### config.mk
export PLATFORM = sky130hd
export DESIGN_NAME = dit_timer
export DESIGN_NICKNAME = d
export VERILOG_FILES = /design/src/dit_pulse_detect.v /design/src/dit_irq_ctrl.v /design/src/dit_timer.v
export VERILOG_INCLUDE_DIRS = /design/src
export SDC_FILE = /design/constraint.sdc
export NUM_CORES = 1
export LEC_CHECK = 0
export ABC_AREA = 1
export BUFFER_PORTS_ARGS = -buffer_cell sky130_fd_sc_hd__clkbuf_2
export CORE_ASPECT_RATIO = 1.2
export CORE_MARGIN = 3
export CORE_UTILIZATION = 54
export DETAILED_ROUTE_END_ITERATION = 16
export PLACE_DENSITY = 0.84
export REMOVE_ABC_BUFFERS = 1
export SYNTH_ARGS = -nofsm -noshare
export SYNTH_HDL_FRONTEND = slang
export SYNTH_SLANG_ARGS = --single-unit
### constraint.sdc
create_clock -name clk_sys -period 3.1 [get_ports clk_sys]
set_input_delay 0.62 -clock clk_sys [delete_from_list [all_inputs] [get_ports clk_sys]]
set_output_delay 0.62 -clock clk_sys [all_outputs]
set_load 0.01 [all_outputs]
### src/dit_regs.vh
// Constants for the dual interval timer: field positions, reset values and timing counts.
`ifndef DIT_REGS_VH
`define DIT_REGS_VH

// Auxiliary control field positions.
`define DIT_ACR_TB_PULSE      5
`define DIT_ACR_TA_FREERUN    6
`define DIT_ACR_TA_WAVE       7

// Flag and enable register bit positions.
`define DIT_FLAG_TB           5
`define DIT_FLAG_TA           6
`define DIT_FLAG_SUMMARY      7
`define DIT_IER_SETCLR        7
`define DIT_FLAG_BITS         7

// Reset values.
`define DIT_COUNT_RST         16'hffff
`define DIT_LATCH_RST         8'hff
`define DIT_FLAG_RST          7'h00
`define DIT_ENABLE_RST        7'h00
`define DIT_ZERO16            16'h0000

// Timing: system clock rate and default phase-two divider (one system clock per phase two).
`define DIT_SYS_CLK_MHZ       200
`define DIT_PHI2_DIV_DEF      1

`endif

### src/dit_pulse_detect.v
// Negative pulse detector for the pulse count pin, sampled on each phase-two tick.
`timescale 1ns/10ps
module dit_pulse_detect (
   input  wire clk_sys,      // System clock.
   input  wire rst,          // Asynchronous reset, active high.
   input  wire phi2Tick,     // Phase-two enable pulse.
   input  wire pulseIn,      // Pulse count pin level.
   output wire pulseFall     // One-cycle pulse on a counted negative pulse.
);

   reg prevLevel_q;          // Level seen at the previous phase two.

   // Sampling only at phase two means a low shorter than one phase two may be missed.
   always @(posedge clk_sys or posedge rst) begin
      if (rst) begin
         prevLevel_q <= 1'b1;
      end else if (phi2Tick) begin
         prevLevel_q <= pulseIn;
      end
   end

   // A pulse counts when the pin is low at the leading edge of phase two after being high.
   assign pulseFall = phi2Tick & prevLevel_q & ~pulseIn;

endmodule // dit_pulse_detect

### src/dit_irq_ctrl.v
// Interrupt flag and enable registers with the open-drain request output.
`timescale 1ns/10ps
`include "dit_regs.vh"
module dit_irq_ctrl (
   input  wire       clk_sys,     // System clock.
   input  wire       rst,         // Asynchronous reset, active high.
   input  wire [6:0] flagSet,     // Hardware set pulses, one per flag.
   input  wire [6:0] flagClr,     // Clear pulses, one per flag.
   input  wire       wrEnable,    // Enable register write strobe.
   input  wire [7:0] wrData,      // Write data.
   output wire [7:0] flagRead,    // Flag register read value.
   output wire [7:0] enableRead,  // Enable register read value.
   output wire       irqOut,      // Request pin output level.
   output wire       irqOe        // Request pin output enable.
);

   reg  [6:0] flag_q;
   reg  [6:0] enable_q;
   reg        irqActive_q;
   wire [6:0] flag_d;
   wire [6:0] enable_d;

   // A set arriving with a clear wins, so no event is lost.
   assign flag_d = (flag_q & ~flagClr) | flagSet;

   // Bit 7 of the write data chooses between setting and clearing the marked bits.
   assign enable_d = !wrEnable ? enable_q :
                     wrData[`DIT_IER_SETCLR] ? (enable_q | wrData[6:0]) :
                     (enable_q & ~wrData[6:0]);

   // Flags, enables and the summary all change together on the same edge.
   always @(posedge clk_sys or posedge rst) begin
      if (rst) begin
         flag_q      <= `DIT_FLAG_RST;
         enable_q    <= `DIT_ENABLE_RST;
         irqActive_q <= 1'b0;
      end else begin
         flag_q      <= flag_d;
         enable_q    <= enable_d;
         irqActive_q <= |(flag_d & enable_d);
      end
   end

   // The summary bit is not a flag and follows the enabled flags only.
   assign flagRead   = {irqActive_q, flag_q};
   assign enableRead = {1'b0, enable_q};

   // Open drain: the pin is only ever pulled low, never driven high.
   assign irqOut = 1'b0;
   assign irqOe  = irqActive_q;

endmodule // dit_irq_ctrl

### src/dit_timer.v
// Dual 16-bit interval timer with wave output, pulse counting and interrupt flagging.
`timescale 1ns/10ps
`include "dit_regs.vh"

// Behaviour
// - Timer A has two 8-bit reload latches and a 16-bit counter decrementing per phase two.
// - Timer A zero sets its flag; request pulls low when enabled.
// - Auxiliary bits 6 and 7 select one-shot/free-run, with or without wave output.
// - Writing A count high clears flag, loads low latch into counter, starts.
// - One-shot with output enabled: wave pin low after start, high at time-out.
// - In one-shot, a high latch write leaves the running count alone.
// - After one-shot time-out A keeps counting; no new flag until flag cleared.
// - Free-run zero sets flag, inverts wave, reloads all 16 latch bits.
// - A flag clears by count high write, count low read, or flag write.
// - Writing either count high byte restarts the period; repeated writes prevent time-out.
// - Latch-only writes leave the running count; they set the next period.
// - Wave pin carries timer only when direction bit 7 and auxiliary bit 7 are set.
// - One auxiliary bit selects timer B one-shot timing or pin pulse counting.
// - Timer B has a low latch, low counter byte and high counter byte.
// - Timer B one-shot gives one flag per high write; keeps counting afterwards.
// - Timer B flag clears on count low read or count high write.
// - Pulse mode decrements per negative pin pulse, flags at zero, keeps counting.
// - Request is active low, open drain, when any enabled flag is set.
// - Flag register bit 7 reads one while any enabled interrupt is active.
// - Writing one to a flag bit clears that flag; bit 7 is not cleared.
// - Enable writes set or clear marked bits according to data bit 7.
module dit_timer #(
   parameter PHI2_DIV = `DIT_PHI2_DIV_DEF,   // System clocks per phase two.
   parameter DIV_W    = 8                    // Width of the phase-two divider.
) (
   input  wire        clk_sys,             // System clock, 200 MHz.
   input  wire        rst,                 // Asynchronous reset, active high.
   input  wire [7:0]  auxControlReg,       // Auxiliary control register contents.
   input  wire        portBDirection7,     // Port B direction bit 7.
   input  wire        portBOutputLatch7,   // Port B output latch bit 7.
   input  wire [7:0]  wrData,              // Host write data.
   input  wire        wrTaLatchLo,         // Write timer A low latch.
   input  wire        wrTaLatchHi,         // Write timer A high latch.
   input  wire        wrTaCountHi,         // Write timer A count high byte.
   input  wire        rdTaCountLo,         // Read of timer A count low byte.
   input  wire        wrTbLatchLo,         // Write timer B low latch.
   input  wire        wrTbCountHi,         // Write timer B count high byte.
   input  wire        rdTbCountLo,         // Read of timer B count low byte.
   input  wire        wrFlagReg,           // Write of the flag register.
   input  wire        wrEnableReg,         // Write of the enable register.
   input  wire [4:0]  extFlagSet,          // Set pulses for the other flag sources.
   input  wire [4:0]  extFlagClr,          // Clear pulses for the other flag sources.
   input  wire        pulseCountPin,       // Pulse count pin level.
   output wire [15:0] timerACount,         // Timer A counter.
   output wire [15:0] timerALatch,         // Timer A latches, high and low.
   output wire [15:0] timerBCount,         // Timer B counter.
   output wire [7:0]  interruptFlagReg,    // Flag register read value.
   output wire [7:0]  interruptEnableReg,  // Enable register read value.
   output wire        waveOutputPinOut,    // Wave output pin level.
   output wire        waveOutputPinOe,     // Wave output pin drive enable.
   output wire        irqOut,              // Request pin level, always low.
   output wire        irqOe                // Request pin pull-down enable.
);

   // Shared down-count step; wrapping from zero to all ones is deliberate.
   function [15:0] dec16;
      input [15:0] value;
      begin
         dec16 = value - 16'h0001;
      end
   endfunction

   // True when a counter stands at zero.
   function isZero;
      input [15:0] value;
      begin
         isZero = (value == `DIT_ZERO16);
      end
   endfunction

   // The last divider count is cut to the divider width on purpose.
   localparam integer     DIV_LAST_INT = PHI2_DIV - 1;
   localparam [DIV_W-1:0] DIV_LAST     = DIV_LAST_INT[DIV_W-1:0];

   reg  [DIV_W-1:0] phi2Cnt_q;
   reg              phi2Tick_q;

   reg  [7:0]  taLatchLo_q;
   reg  [7:0]  taLatchHi_q;
   reg  [15:0] taCount_q;
   reg         taRunning_q;
   reg         taArmed_q;
   reg         taWave_q;

   reg  [7:0]  tbLatchLo_q;
   reg  [15:0] tbCount_q;
   reg         tbRunning_q;
   reg         tbArmed_q;

   reg         pinOut_q;
   reg         pinOe_q;

   wire        taFreeRun;
   wire        taWaveEn;
   wire        tbPulseMode;
   wire        taStep;
   wire        taTimeout;
   wire        taSet;
   wire        taClr;
   wire        tbFall;
   wire        tbStep;
   wire        tbSet;
   wire        tbClr;
   wire [6:0]  flagSet;
   wire [6:0]  flagClr;
   wire [4:0]  flagWrClr;

   // Mode selection from the auxiliary control bits.
   assign taFreeRun   = auxControlReg[`DIT_ACR_TA_FREERUN];
   assign taWaveEn    = auxControlReg[`DIT_ACR_TA_WAVE];
   assign tbPulseMode = auxControlReg[`DIT_ACR_TB_PULSE];

   // Phase-two enable divider; with the default of one it ticks every system clock.
   always @(posedge clk_sys or posedge rst) begin
      if (rst) begin
         phi2Cnt_q  <= {DIV_W{1'b0}};
         phi2Tick_q <= 1'b0;
      end else if (phi2Cnt_q >= DIV_LAST) begin
         phi2Cnt_q  <= {DIV_W{1'b0}};
         phi2Tick_q <= 1'b1;
      end else begin
         phi2Cnt_q  <= phi2Cnt_q + {{(DIV_W-1){1'b0}}, 1'b1};
         phi2Tick_q <= 1'b0;
      end
   end

   // Timer A time-out: a step taken while the counter stands at zero.
   assign taStep    = phi2Tick_q & taRunning_q;
   assign taTimeout = taStep & isZero(taCount_q);
   // A restart in the same cycle takes precedence over the time-out it replaces.
   assign taSet     = taTimeout & (taFreeRun | taArmed_q) & ~wrTaCountHi;
   assign taClr     = wrTaCountHi | rdTaCountLo |
                      (wrFlagReg & wrData[`DIT_FLAG_TA]);

   // Timer A latches; latch writes never touch the counter.
   always @(posedge clk_sys or posedge rst) begin
      if (rst) begin
         taLatchLo_q <= `DIT_LATCH_RST;
         taLatchHi_q <= `DIT_LATCH_RST;
      end else begin
         if (wrTaLatchLo) begin
            taLatchLo_q <= wrData;
         end
         if (wrTaLatchHi | wrTaCountHi) begin
            taLatchHi_q <= wrData;
         end
      end
   end

   // Timer A counter: start or restart on a count high write, otherwise count or reload.
   always @(posedge clk_sys or posedge rst) begin
      if (rst) begin
         taCount_q   <= `DIT_COUNT_RST;
         taRunning_q <= 1'b0;
      end else if (wrTaCountHi) begin
         taCount_q   <= {wrData, taLatchLo_q};
         taRunning_q <= 1'b1;
      end else if (taTimeout & taFreeRun) begin
         taCount_q   <= {taLatchHi_q, taLatchLo_q};
      end else if (taStep) begin
         taCount_q   <= dec16(taCount_q);
      end
   end

   // One-shot arming: the flag may be set once, then again only after it is cleared.
   always @(posedge clk_sys or posedge rst) begin
      if (rst) begin
         taArmed_q <= 1'b0;
      end else if (taSet) begin
         taArmed_q <= 1'b0;
      end else if (taClr) begin
         taArmed_q <= 1'b1;
      end
   end

   // Timer A wave: low at start, high at one-shot time-out, toggled each free-run zero.
   always @(posedge clk_sys or posedge rst) begin
      if (rst) begin
         taWave_q <= 1'b1;
      end else if (wrTaCountHi) begin
         taWave_q <= 1'b0;
      end else if (taTimeout & taFreeRun) begin
         taWave_q <= ~taWave_q;
      end else if (taTimeout & taArmed_q) begin
         taWave_q <= 1'b1;
      end
   end

   // Wave pin selection, registered so the pin never glitches between sources.
   always @(posedge clk_sys or posedge rst) begin
      if (rst) begin
         pinOut_q <= 1'b0;
         pinOe_q  <= 1'b0;
      end else if (portBDirection7 & taWaveEn) begin
         pinOut_q <= taWave_q;
         pinOe_q  <= 1'b1;
      end else begin
         pinOut_q <= portBOutputLatch7;
         pinOe_q  <= portBDirection7;
      end
   end

   // Negative pulses on the pulse count pin, taken at phase two.
   dit_pulse_detect u_pulse (
      .clk_sys   (clk_sys),
      .rst       (rst),
      .phi2Tick  (phi2Tick_q),
      .pulseIn   (pulseCountPin),
      .pulseFall (tbFall)
   );

   // Timer B steps on phase two or on counted pulses, depending on mode.
   assign tbStep = tbRunning_q & (tbPulseMode ? tbFall : phi2Tick_q);
   assign tbSet  = tbStep & isZero(tbCount_q) & tbArmed_q & ~wrTbCountHi;
   assign tbClr  = rdTbCountLo | wrTbCountHi |
                   (wrFlagReg & wrData[`DIT_FLAG_TB]);

   // Timer B low latch, written only by the host.
   always @(posedge clk_sys or posedge rst) begin
      if (rst) begin
         tbLatchLo_q <= `DIT_LATCH_RST;
      end else if (wrTbLatchLo) begin
         tbLatchLo_q <= wrData;
      end
   end

   // Timer B counter never reloads; it wraps and keeps counting after time-out.
   always @(posedge clk_sys or posedge rst) begin
      if (rst) begin
         tbCount_q   <= `DIT_COUNT_RST;
         tbRunning_q <= 1'b0;
      end else if (wrTbCountHi) begin
         tbCount_q   <= {wrData, tbLatchLo_q};
         tbRunning_q <= 1'b1;
      end else if (tbStep) begin
         tbCount_q   <= dec16(tbCount_q);
      end
   end

   // Timer B arming: only a count high write allows another flag.
   always @(posedge clk_sys or posedge rst) begin
      if (rst) begin
         tbArmed_q <= 1'b0;
      end else if (wrTbCountHi) begin
         tbArmed_q <= 1'b1;
      end else if (tbSet) begin
         tbArmed_q <= 1'b0;
      end
   end

   // Flag set and clear vectors; the other five sources come from outside.
   assign flagWrClr = wrFlagReg ? wrData[4:0] : 5'h00;
   assign flagSet   = {taSet, tbSet, extFlagSet};
   assign flagClr   = {taClr, tbClr, extFlagClr | flagWrClr};

   // Flag and enable registers with the request output.
   dit_irq_ctrl u_irq (
      .clk_sys    (clk_sys),
      .rst        (rst),
      .flagSet    (flagSet),
      .flagClr    (flagClr),
      .wrEnable   (wrEnableReg),
      .wrData     (wrData),
      .flagRead   (interruptFlagReg),
      .enableRead (interruptEnableReg),
      .irqOut     (irqOut),
      .irqOe      (irqOe)
   );

   // Read values come straight from the counter and latch flip-flops.
   assign timerACount      = taCount_q;
   assign timerALatch      = {taLatchHi_q, taLatchLo_q};
   assign timerBCount      = tbCount_q;
   assign waveOutputPinOut = pinOut_q;
   assign waveOutputPinOe  = pinOe_q;

endmodule // dit_timer

==> results.md, run 1 <==
* Outcome: complete, no violations
* Clock transition at path regs at 0.09 ns
* Post-synth EDFFs at 0
* Final Skew at 0.0133 ns
* Drt wl/cell at 15.2 microns
* Antenna-violating nets left at 0
* Post-cts sizing count at 0
* Avg Inst Size Synth at 7.82 sq um
* Highest clock rate at 578 MHz
* Sequential share of the synthesized area at 0.473
* Initial DRC Count at 223
* Total power at 0.00277 W
* Largest fanout on the critical path at 6
* H-tree levels at 3
* Crit path buf inv count at 1
* Clock Power Share at 0.308
* Setup tns final at 0 ns
* Worst path slowest cell: dfstp_2
* Place WS at 1.07 ns
* Async SR Flop Fraction at 1.00
* Grt total ovfl at 0
* Die height at 105 microns
* Critical path class: flop to output pin
* CTS Buf Count at 9
* Power Density at 534 nW/um^2
* CP Capture Type: output pin
* Die X-Extent at 88.2 microns
* Top FF cell, synth: dfstp_2
* Crit path launch: timerACount[7]
* Max cap viols at 0
* CP max stage delay at 0.60 ns
* Non-filler cells, final at 759
* Post-synth top cells: nand2_1, inv_1, dfstp_2, nor2_1, o21ai_0
* Area leader, netlist: dfstp_2
* Initial antenna violation count at 0
* Internal power at 0.00191 W
* Die Area at 9240 sq um
* Post-Layout Inst Area at 5190 sq um
* Synth Register Bits at 80
* Final worst setup slack at 1.37 ns
* Crit path time final at 1.73 ns
* Arrival @ worst endpoint at 1.11 ns
* Share of layout cells above drive strength 1 at 0.306
* Dominant cells by area after synthesis: dfstp_2, nand2_1, dfrtp_1
* Via Count at 4,090
* GRT Total Usage at 0.263
* I/O Pins at 108
* Worst min path class: input port to async pin
* Longest Clk Path Bufs at 2
* Share of the synthesized area in the top cell type at 0.348
* First-pass GRT wire length at 19,100 microns
* Setup bufs post-CTS at 0
* Sequential share of power at 0.484
* Critical Path Start Type: flop
* Via density at 5.39
* Worst-path cell chain: clkbuf_2
* Area growth from synthesis to layout at 18.6%
* Pre-antenna DRT Iters at 5
* Final worst-path cycle share at 0.558
* Worst r2r src: u_pulse.prevLevel_q
* Final setup fails at 0
* Residual DRC at 0
* Clock insertion delay at the later pin of the skew report at 0.35 ns
* Buffers on Ports at 100
* # rows at 35
* Starting density of the core at 0.562
* N_diodes at 0
* RePlAce Congestion at 0.942
* Synth unique cells at 38
* Rel. slew slack at 0.588
* Logic pwr share at 0.209
* Hold_buf cts at 0
* Root buffer cell: clkbuf_8
* Warning count from the yosys run at 0
* Actual slew at the worst max-slew pin at 0.615 ns
* Lkg Pwr at 2.60 nW
* CP top delay family: flip-flops
* Final Net Count at 706
* Count leader, synth: nand2_1
* CTS tree: built
* Final WL at 11,600 microns
* Hold Vio Cnt, Final at 0
* Largest net degree at the start of global routing at 61
* Core box area at 7790 sq um
* Worst endpoint required time at 2.48 ns
* Dpl hpwl at 8550 microns
* Net switching power at 0.000859 W
* RSZ-0062 raised after global routing: no
* CTS sink cnt at 80
* Cell area after synthesis at 4380 sq um
* Net Sw Frac at 0.310
* Dpl cell area at 4980 sq um
* Fill count at 657
* Max-slew violations at 0
* Vias in the first global route at 3,950
* Dpl cells at 743
* Post-Synthesis Cells at 560
* VDD IR-drop max at 0.329 mV
sequential cells by signal, summed over array words and instances, names as in the netlist, 7 cells and up:
signal / cells
timerACount: 16
timerBCount: 16
taLatchHi_q: 8
taLatchLo_q: 8
tbLatchLo_q: 8
u_irq.enable_q: 7
u_irq.flag_q: 7
metal layers:
| layer | routed length (microns) | global-route usage | share of wire |
|---|---|---|---|
| met2 | 5950 | 0.434 | 0.52 |
| met4 | 293 | 0.108 | 0.025 |
| met3 | 677 | 0.0457 | 0.059 |
| met5 | 0 | 0 | 0 |
| met1 | 4630 | 0.336 | 0.40 |
stage by stage:
stage / util / hold WS (ns)
after CTS: 0.666 / 0.280
after detailed placement: 0.639 / 0.453
after global placement: 0.639 / 0.456
after global routing: 0.666 / 0.303
final: 0.666 / 0.276
after floorplan: - / 0.437
final cells by class:
| cell class | instances | area (sq um) | area share |
|---|---|---|---|
| Clock inverter | 3 | 67.6 | 0.0130 |
| Tap cell | 92 | 115 | 0.0222 |
| Sequential cell | 80 | 2070 | 0.399 |
| Multi-Input combinational cell | 396 | 1970 | 0.379 |
| Clock buffer | 13 | 149 | 0.0287 |
| Inverter | 70 | 270 | 0.0520 |
| Timing Repair Buffer | 105 | 551 | 0.106 |
path summary, 6_finish.rpt:
path	slack (ns)	endpoint	depth (start not counted)
max reg2reg	1.40	timerBCount[10]	9
min in group clk_sys	0.41	waveOutputPinOe	1
max	1.37	timerACount[7]	1
min	0.28	waveOutputPinOe	2
min reg2reg	0.48	tbArmed_q	2
max in group asynchronous	2.10	taLatchHi_q[5]	3
cell usage in the layout (no fill, tap or decap), drive strengths merged:
| master | Yosys | layout |
|---|---|---|
| nand2 | 162 | 162 |
| clkbuf | 8 | 113 |
| inv | 66 | 66 |
| nor2 | 64 | 64 |
| dfstp | 58 | 58 |
| o21ai | 41 | 41 |
| nand3 | 39 | 39 |
| a21oi | 26 | 26 |
| dfrtp | 22 | 22 |
| nand4 | 13 | 13 |
| xor2 | 9 | 9 |
| o21bai | 5 | 5 |
| buf | 7 | 5 |
| o211ai | 4 | 4 |
| xnor2 | 4 | 4 |
| ha | 4 | 4 |
| clkinv | 4 | 4 |
| or2 | 3 | 3 |
| nand3b | 3 | 3 |
| a21o | 3 | 3 |
| o22ai | 3 | 3 |
| nor3 | 3 | 3 |
| conb | 2 | 3 |
| mux2 | 2 | 2 |
| mux2i | 2 | 2 |
| o221ai | 2 | 2 |
| bufinv | 0 | 2 |
| a31oi | 1 | 1 |
| clkinvlp | 0 | 1 |
logic make-up after synthesis:
kind of cell,after synthesis,synth area share
buffers and inverters,85,0.0782
multiplexers,4,0.00971
AND/OR/NAND/NOR,287,0.292
AO/OA/AOI/OAI,85,0.108
XOR/XNOR,13,0.0260
adder cells (fa/ha/maj),4,0.0114
flip-flops,80,0.473
other,2,0.00171
power by group through the flow:
stage | registers, W | logic, W | clock network [W]
2_1_floorplan | 0.00137 | 0.000308 | 0
3_3_place_gp | 0.00135 | 0.000561 | 0
3_5_place_dp | 0.00135 | 0.000579 | 0
4_1_cts | 0.00134 | 0.000582 | 0.000867
5_1_grt | 0.00136 | 0.000652 | 0.000913
6_report | 0.00134 | 0.000578 | 0.000853
Note: power is estimated with default switching activity, not from simulation.
==> inputs of run 2 (changes only) <==
--- a/config.mk
+++ b/config.mk
@@ -6,13 +6,13 @@
 export SDC_FILE = /design/constraint.sdc
 export NUM_CORES = 1
 export LEC_CHECK = 0
-export ABC_AREA = 1
+export ABC_AREA = 0
 export BUFFER_PORTS_ARGS = -buffer_cell sky130_fd_sc_hd__clkbuf_2
 export CORE_ASPECT_RATIO = 1.2
 export CORE_MARGIN = 3
-export CORE_UTILIZATION = 54
+export CORE_UTILIZATION = 52
 export DETAILED_ROUTE_END_ITERATION = 16
-export PLACE_DENSITY = 0.84
+export PLACE_DENSITY = 0.82
 export REMOVE_ABC_BUFFERS = 1
 export SYNTH_ARGS = -nofsm -noshare
 export SYNTH_HDL_FRONTEND = slang
==> constraint.sdc (replaced) <==
create_clock -name clk_sys -period 1.79 [get_ports clk_sys]
set_input_delay 0.358 -clock clk_sys [delete_from_list [all_inputs] [get_ports clk_sys]]
set_output_delay 0.358 -clock clk_sys [all_outputs]
set_load 0.01 [all_outputs]
==> run 2 against run 1 <==
The flow now finishes with violations (negative setup slack). Flip-flop and latch count did not move. Die area fell by 6.7%. Design area fell by 0.31%. First-iteration DRC count rose by 13%. Critical path type is now flop to flop. Critical endpoint is now u_irq.irqOe. Highest routed layer unchanged.
==> results.md, run 2 <==
* Dpl cells at 585 (-21%)
* CP max stage delay at 0.52 ns (-0.08 ns)
* Die Area at 8620 sq um (-6.7%)
* Pre-antenna DRT Iters at 4 (-1)
* Max cap viols at 0 (unchanged)
* Largest family of logic cells by synthesized area: simple AND/OR/NAND/NOR gates
* Fill count at 493 (-25%)
* Post-Synth Adder-Cell Area at 0.0128 (+0.00135)
* Outcome: finished with violations
* Final worst setup slack at -0.337 ns (-1.71 ns)
* GRT Total Usage at 0.263 (+0.000389)
* Top FF cell, synth: dfstp_2
* Critical path class: flop to flop
* Worst endpoint required time at 2.09 ns (-0.39 ns)
* Failing checks: negative setup slack
* Root buffer cell: clkbuf_8
* Clock insertion delay at the later pin of the skew report at 0.36 ns (about the same)
* Post-synth EDFFs at 0 (unchanged)
* Async SR Flop Fraction at 1.00 (unchanged)
* Hold Vio Cnt, Final at 0 (unchanged)
* Final worst-path cycle share at 1.19
* Residual DRC at 0 (unchanged)
* Longest Clk Path Bufs at 2 (unchanged)
* Worst-path cell chain: or4_4 -> or4_4 -> or3_4 -> a21oi_4 -> a221o_2
* Final WL at 10,900 microns (-5.2%)
* Final Net Count at 554 (-22%)
* Place WS at -0.381 ns (-1.45 ns)
* Final Skew at 0.0135 ns (+0.000264 ns)
* Most frequent cells in the layout: clkbuf_2, nand2_1, dfstp_2, buf_4, mux2_2
* H-tree levels at 3 (unchanged)
* Dominant cells by area after synthesis: dfstp_2, dfrtp_1, mux2_2
* Grt total ovfl at 0 (unchanged)
* Arrival @ worst endpoint at 2.42 ns (+1.31 ns)
* Post-synth top cells: nand2_1, dfstp_2, o21ai_0, mux2_2, dfrtp_1
* CTS sink cnt at 80 (unchanged)
* Vias in the first global route at 3,475 (-12%)
* Area growth from synthesis to layout at 32.2%
* Die height at 101 microns (-3.4%)
* Largest net degree at the start of global routing at 81 (+33%)
* Most frequent CP cell: or4_4
* Crit path time final at 2.13 ns
* Initial antenna violation count at 0 (unchanged)
* Non-filler cells, final at 605 (-20%)
* Starting density of the core at 0.539 (-0.0234)
* CTS Buf Count at 9 (unchanged)
* Count leader, synth: nand2_1
* Drt wl/cell at 18.1 microns (+19%)
* Worst path slowest cell: or4_4
* Post-synthesis mux area share at 0.105 (+0.0953)
* Dpl hpwl at 7770 microns (-9.1%)
* Antenna-violating nets left at 0 (unchanged)
* Max-slew violations at 0 (unchanged)
* N_diodes at 0 (unchanged)
* Area leader, netlist: dfstp_2
* Sequential share of the synthesized area at 0.529 (+0.0559)
* Setup tns final at -4.40 ns (-4.40 ns)
* Via Count at 3,365 (-18%)
* Die X-Extent at 85.2 microns (-3.4%)
* Area of the multi-input gates at 1840 sq um (-6.7%)
* Commonest non-fill, non-tap cell in the layout: clkbuf_2
* Cell area after synthesis at 3920 sq um (-11%)
* Synth Register Bits at 80 (unchanged)
* Clock transition at path regs at 0.08 ns (about the same)
* Hold_buf cts at 0 (unchanged)
* Worst min path class: input port to async pin
* Highest clock rate at 470 MHz
* Initial DRC Count at 252 (+13%)
* I/O Pins at 108 (unchanged)
* RePlAce Congestion at 0.895 (-5.0%)
* Share of layout cells above drive strength 1 at 0.557 (+0.251)
* Core box area at 7270 sq um (-6.7%)
* Post-Synthesis Cells at 364 (-35%)
* Warning count from the yosys run at 0 (unchanged)
* # rows at 34 (-2.9%)
* Power Density at 908 nW/um^2 (+70%)
* Largest fanout on the critical path at 2 (-4)
* Crit path buf inv count at 0 (-1)
* Final setup fails at 25 (+25)
* CP top delay family: simple AND/OR/NAND/NOR gates
* Post-Synth XOR/XNOR Area at 0.0670 (+0.0411)
* CTS tree: built
* Critical Path Start Type: flop
* First-pass GRT wire length at 17,500 microns (-8.5%)
* Synth unique cells at 42 (+11%)
* CP Capture Type: flop
* Avg Inst Size Synth at 10.8 sq um (+38%)
* VDD IR-drop max at 0.552 mV (+68%)
* Lkg Pwr at 2.29 nW (-12%)
* RSZ-0062 raised after global routing: yes
* Buffers on Ports at 100 (unchanged)
* Reg area at 2070 sq um (unchanged)
* Post-synthesis simple-gate area fraction at 0.163 (-0.129)
* Share of the synthesized area in the top cell type at 0.389 (+0.0411)
* Via density at 5.56 (+3.2%)
* Synth Area in Compound Gates at 0.0910 (-0.0167)
==> run 2: path summary, 6_finish.rpt <==
path                                 start               to  slack (ns)  depth (start not counted)
max in group asynchronous              rst   taLatchHi_q[1]        1.36                          3
hold reg to reg                tbRunning_q      tbRunning_q        0.47                          1
min in group clk_sys       portBDirection7  waveOutputPinOe        0.13                          1
hold / removal                         rst  waveOutputPinOe        0.08                          3
setup reg to reg            timerACount[9]      u_irq.irqOe       -0.34                          5
setup / recovery            timerACount[9]      u_irq.irqOe       -0.34                          5
==> run 2: logic make-up after synthesis <==
logic type,Yosys count
fa+ha+maj,4
compound gates,56
xor+xnor,30
flops,80
buf+inv,28
other cells,2
simple gates,127
mux,37
==> run 2: cell type report <==
cell class                 count  share of cell area
sequential                    80               0.401
multi-input combinational    257               0.354
timing repair buffer         151               0.178
clock buffer                  10              0.0246
tap                           90              0.0217
clock inverter                 6              0.0130
inverter                      11             0.00797
==> run 2: through the flow <==
step                instance area, sq um  hold WS, ns  total power (W)   util
finish                              5180       0.0765          0.00470  0.712
global route                        5180        0.112          0.00492  0.712
CTS                                 5120       0.0907          0.00470  0.703
detailed placement                  4840        0.452          0.00333  0.665
global placement                    4840        0.453          0.00329  0.665
floorplan                           3850        0.389          0.00279      -
==> run 2: worst reg2reg max path, stage by stage, from the launching register on <==
cell and delay [ns]:
dfstp_2 0.37, or4_4 0.52, or4_4 0.50, or3_4 0.40
a21oi_4 0.13, a221o_2 0.14
==> run 2: repair_timing <==
action / in CTS / in global routing
setup buffers: 1 / 3
resized for setup: 25 / 12
setup endpoints to repair: 28 / 31
hold endpoints to repair: 0 / 0
pin swaps: 12 / 9
==> run 2: layer usage <==
metal	vias up	GRT usage	wire (microns)
met1	1635	0.304	4230
met2	138	0.458	5650
met5	-	0	0
li1	1556	-	-
met3	36	0.0548	649
met4	0	0.135	425
==> run 2: report_power, final <==
part | total [W] | internal, W | switching [W]
combinational | 0.00109 | 0.000506 | 0.000580
clock | 0.00134 | 0.000650 | 0.000692
sequential | 0.00228 | 0.00211 | 0.000170
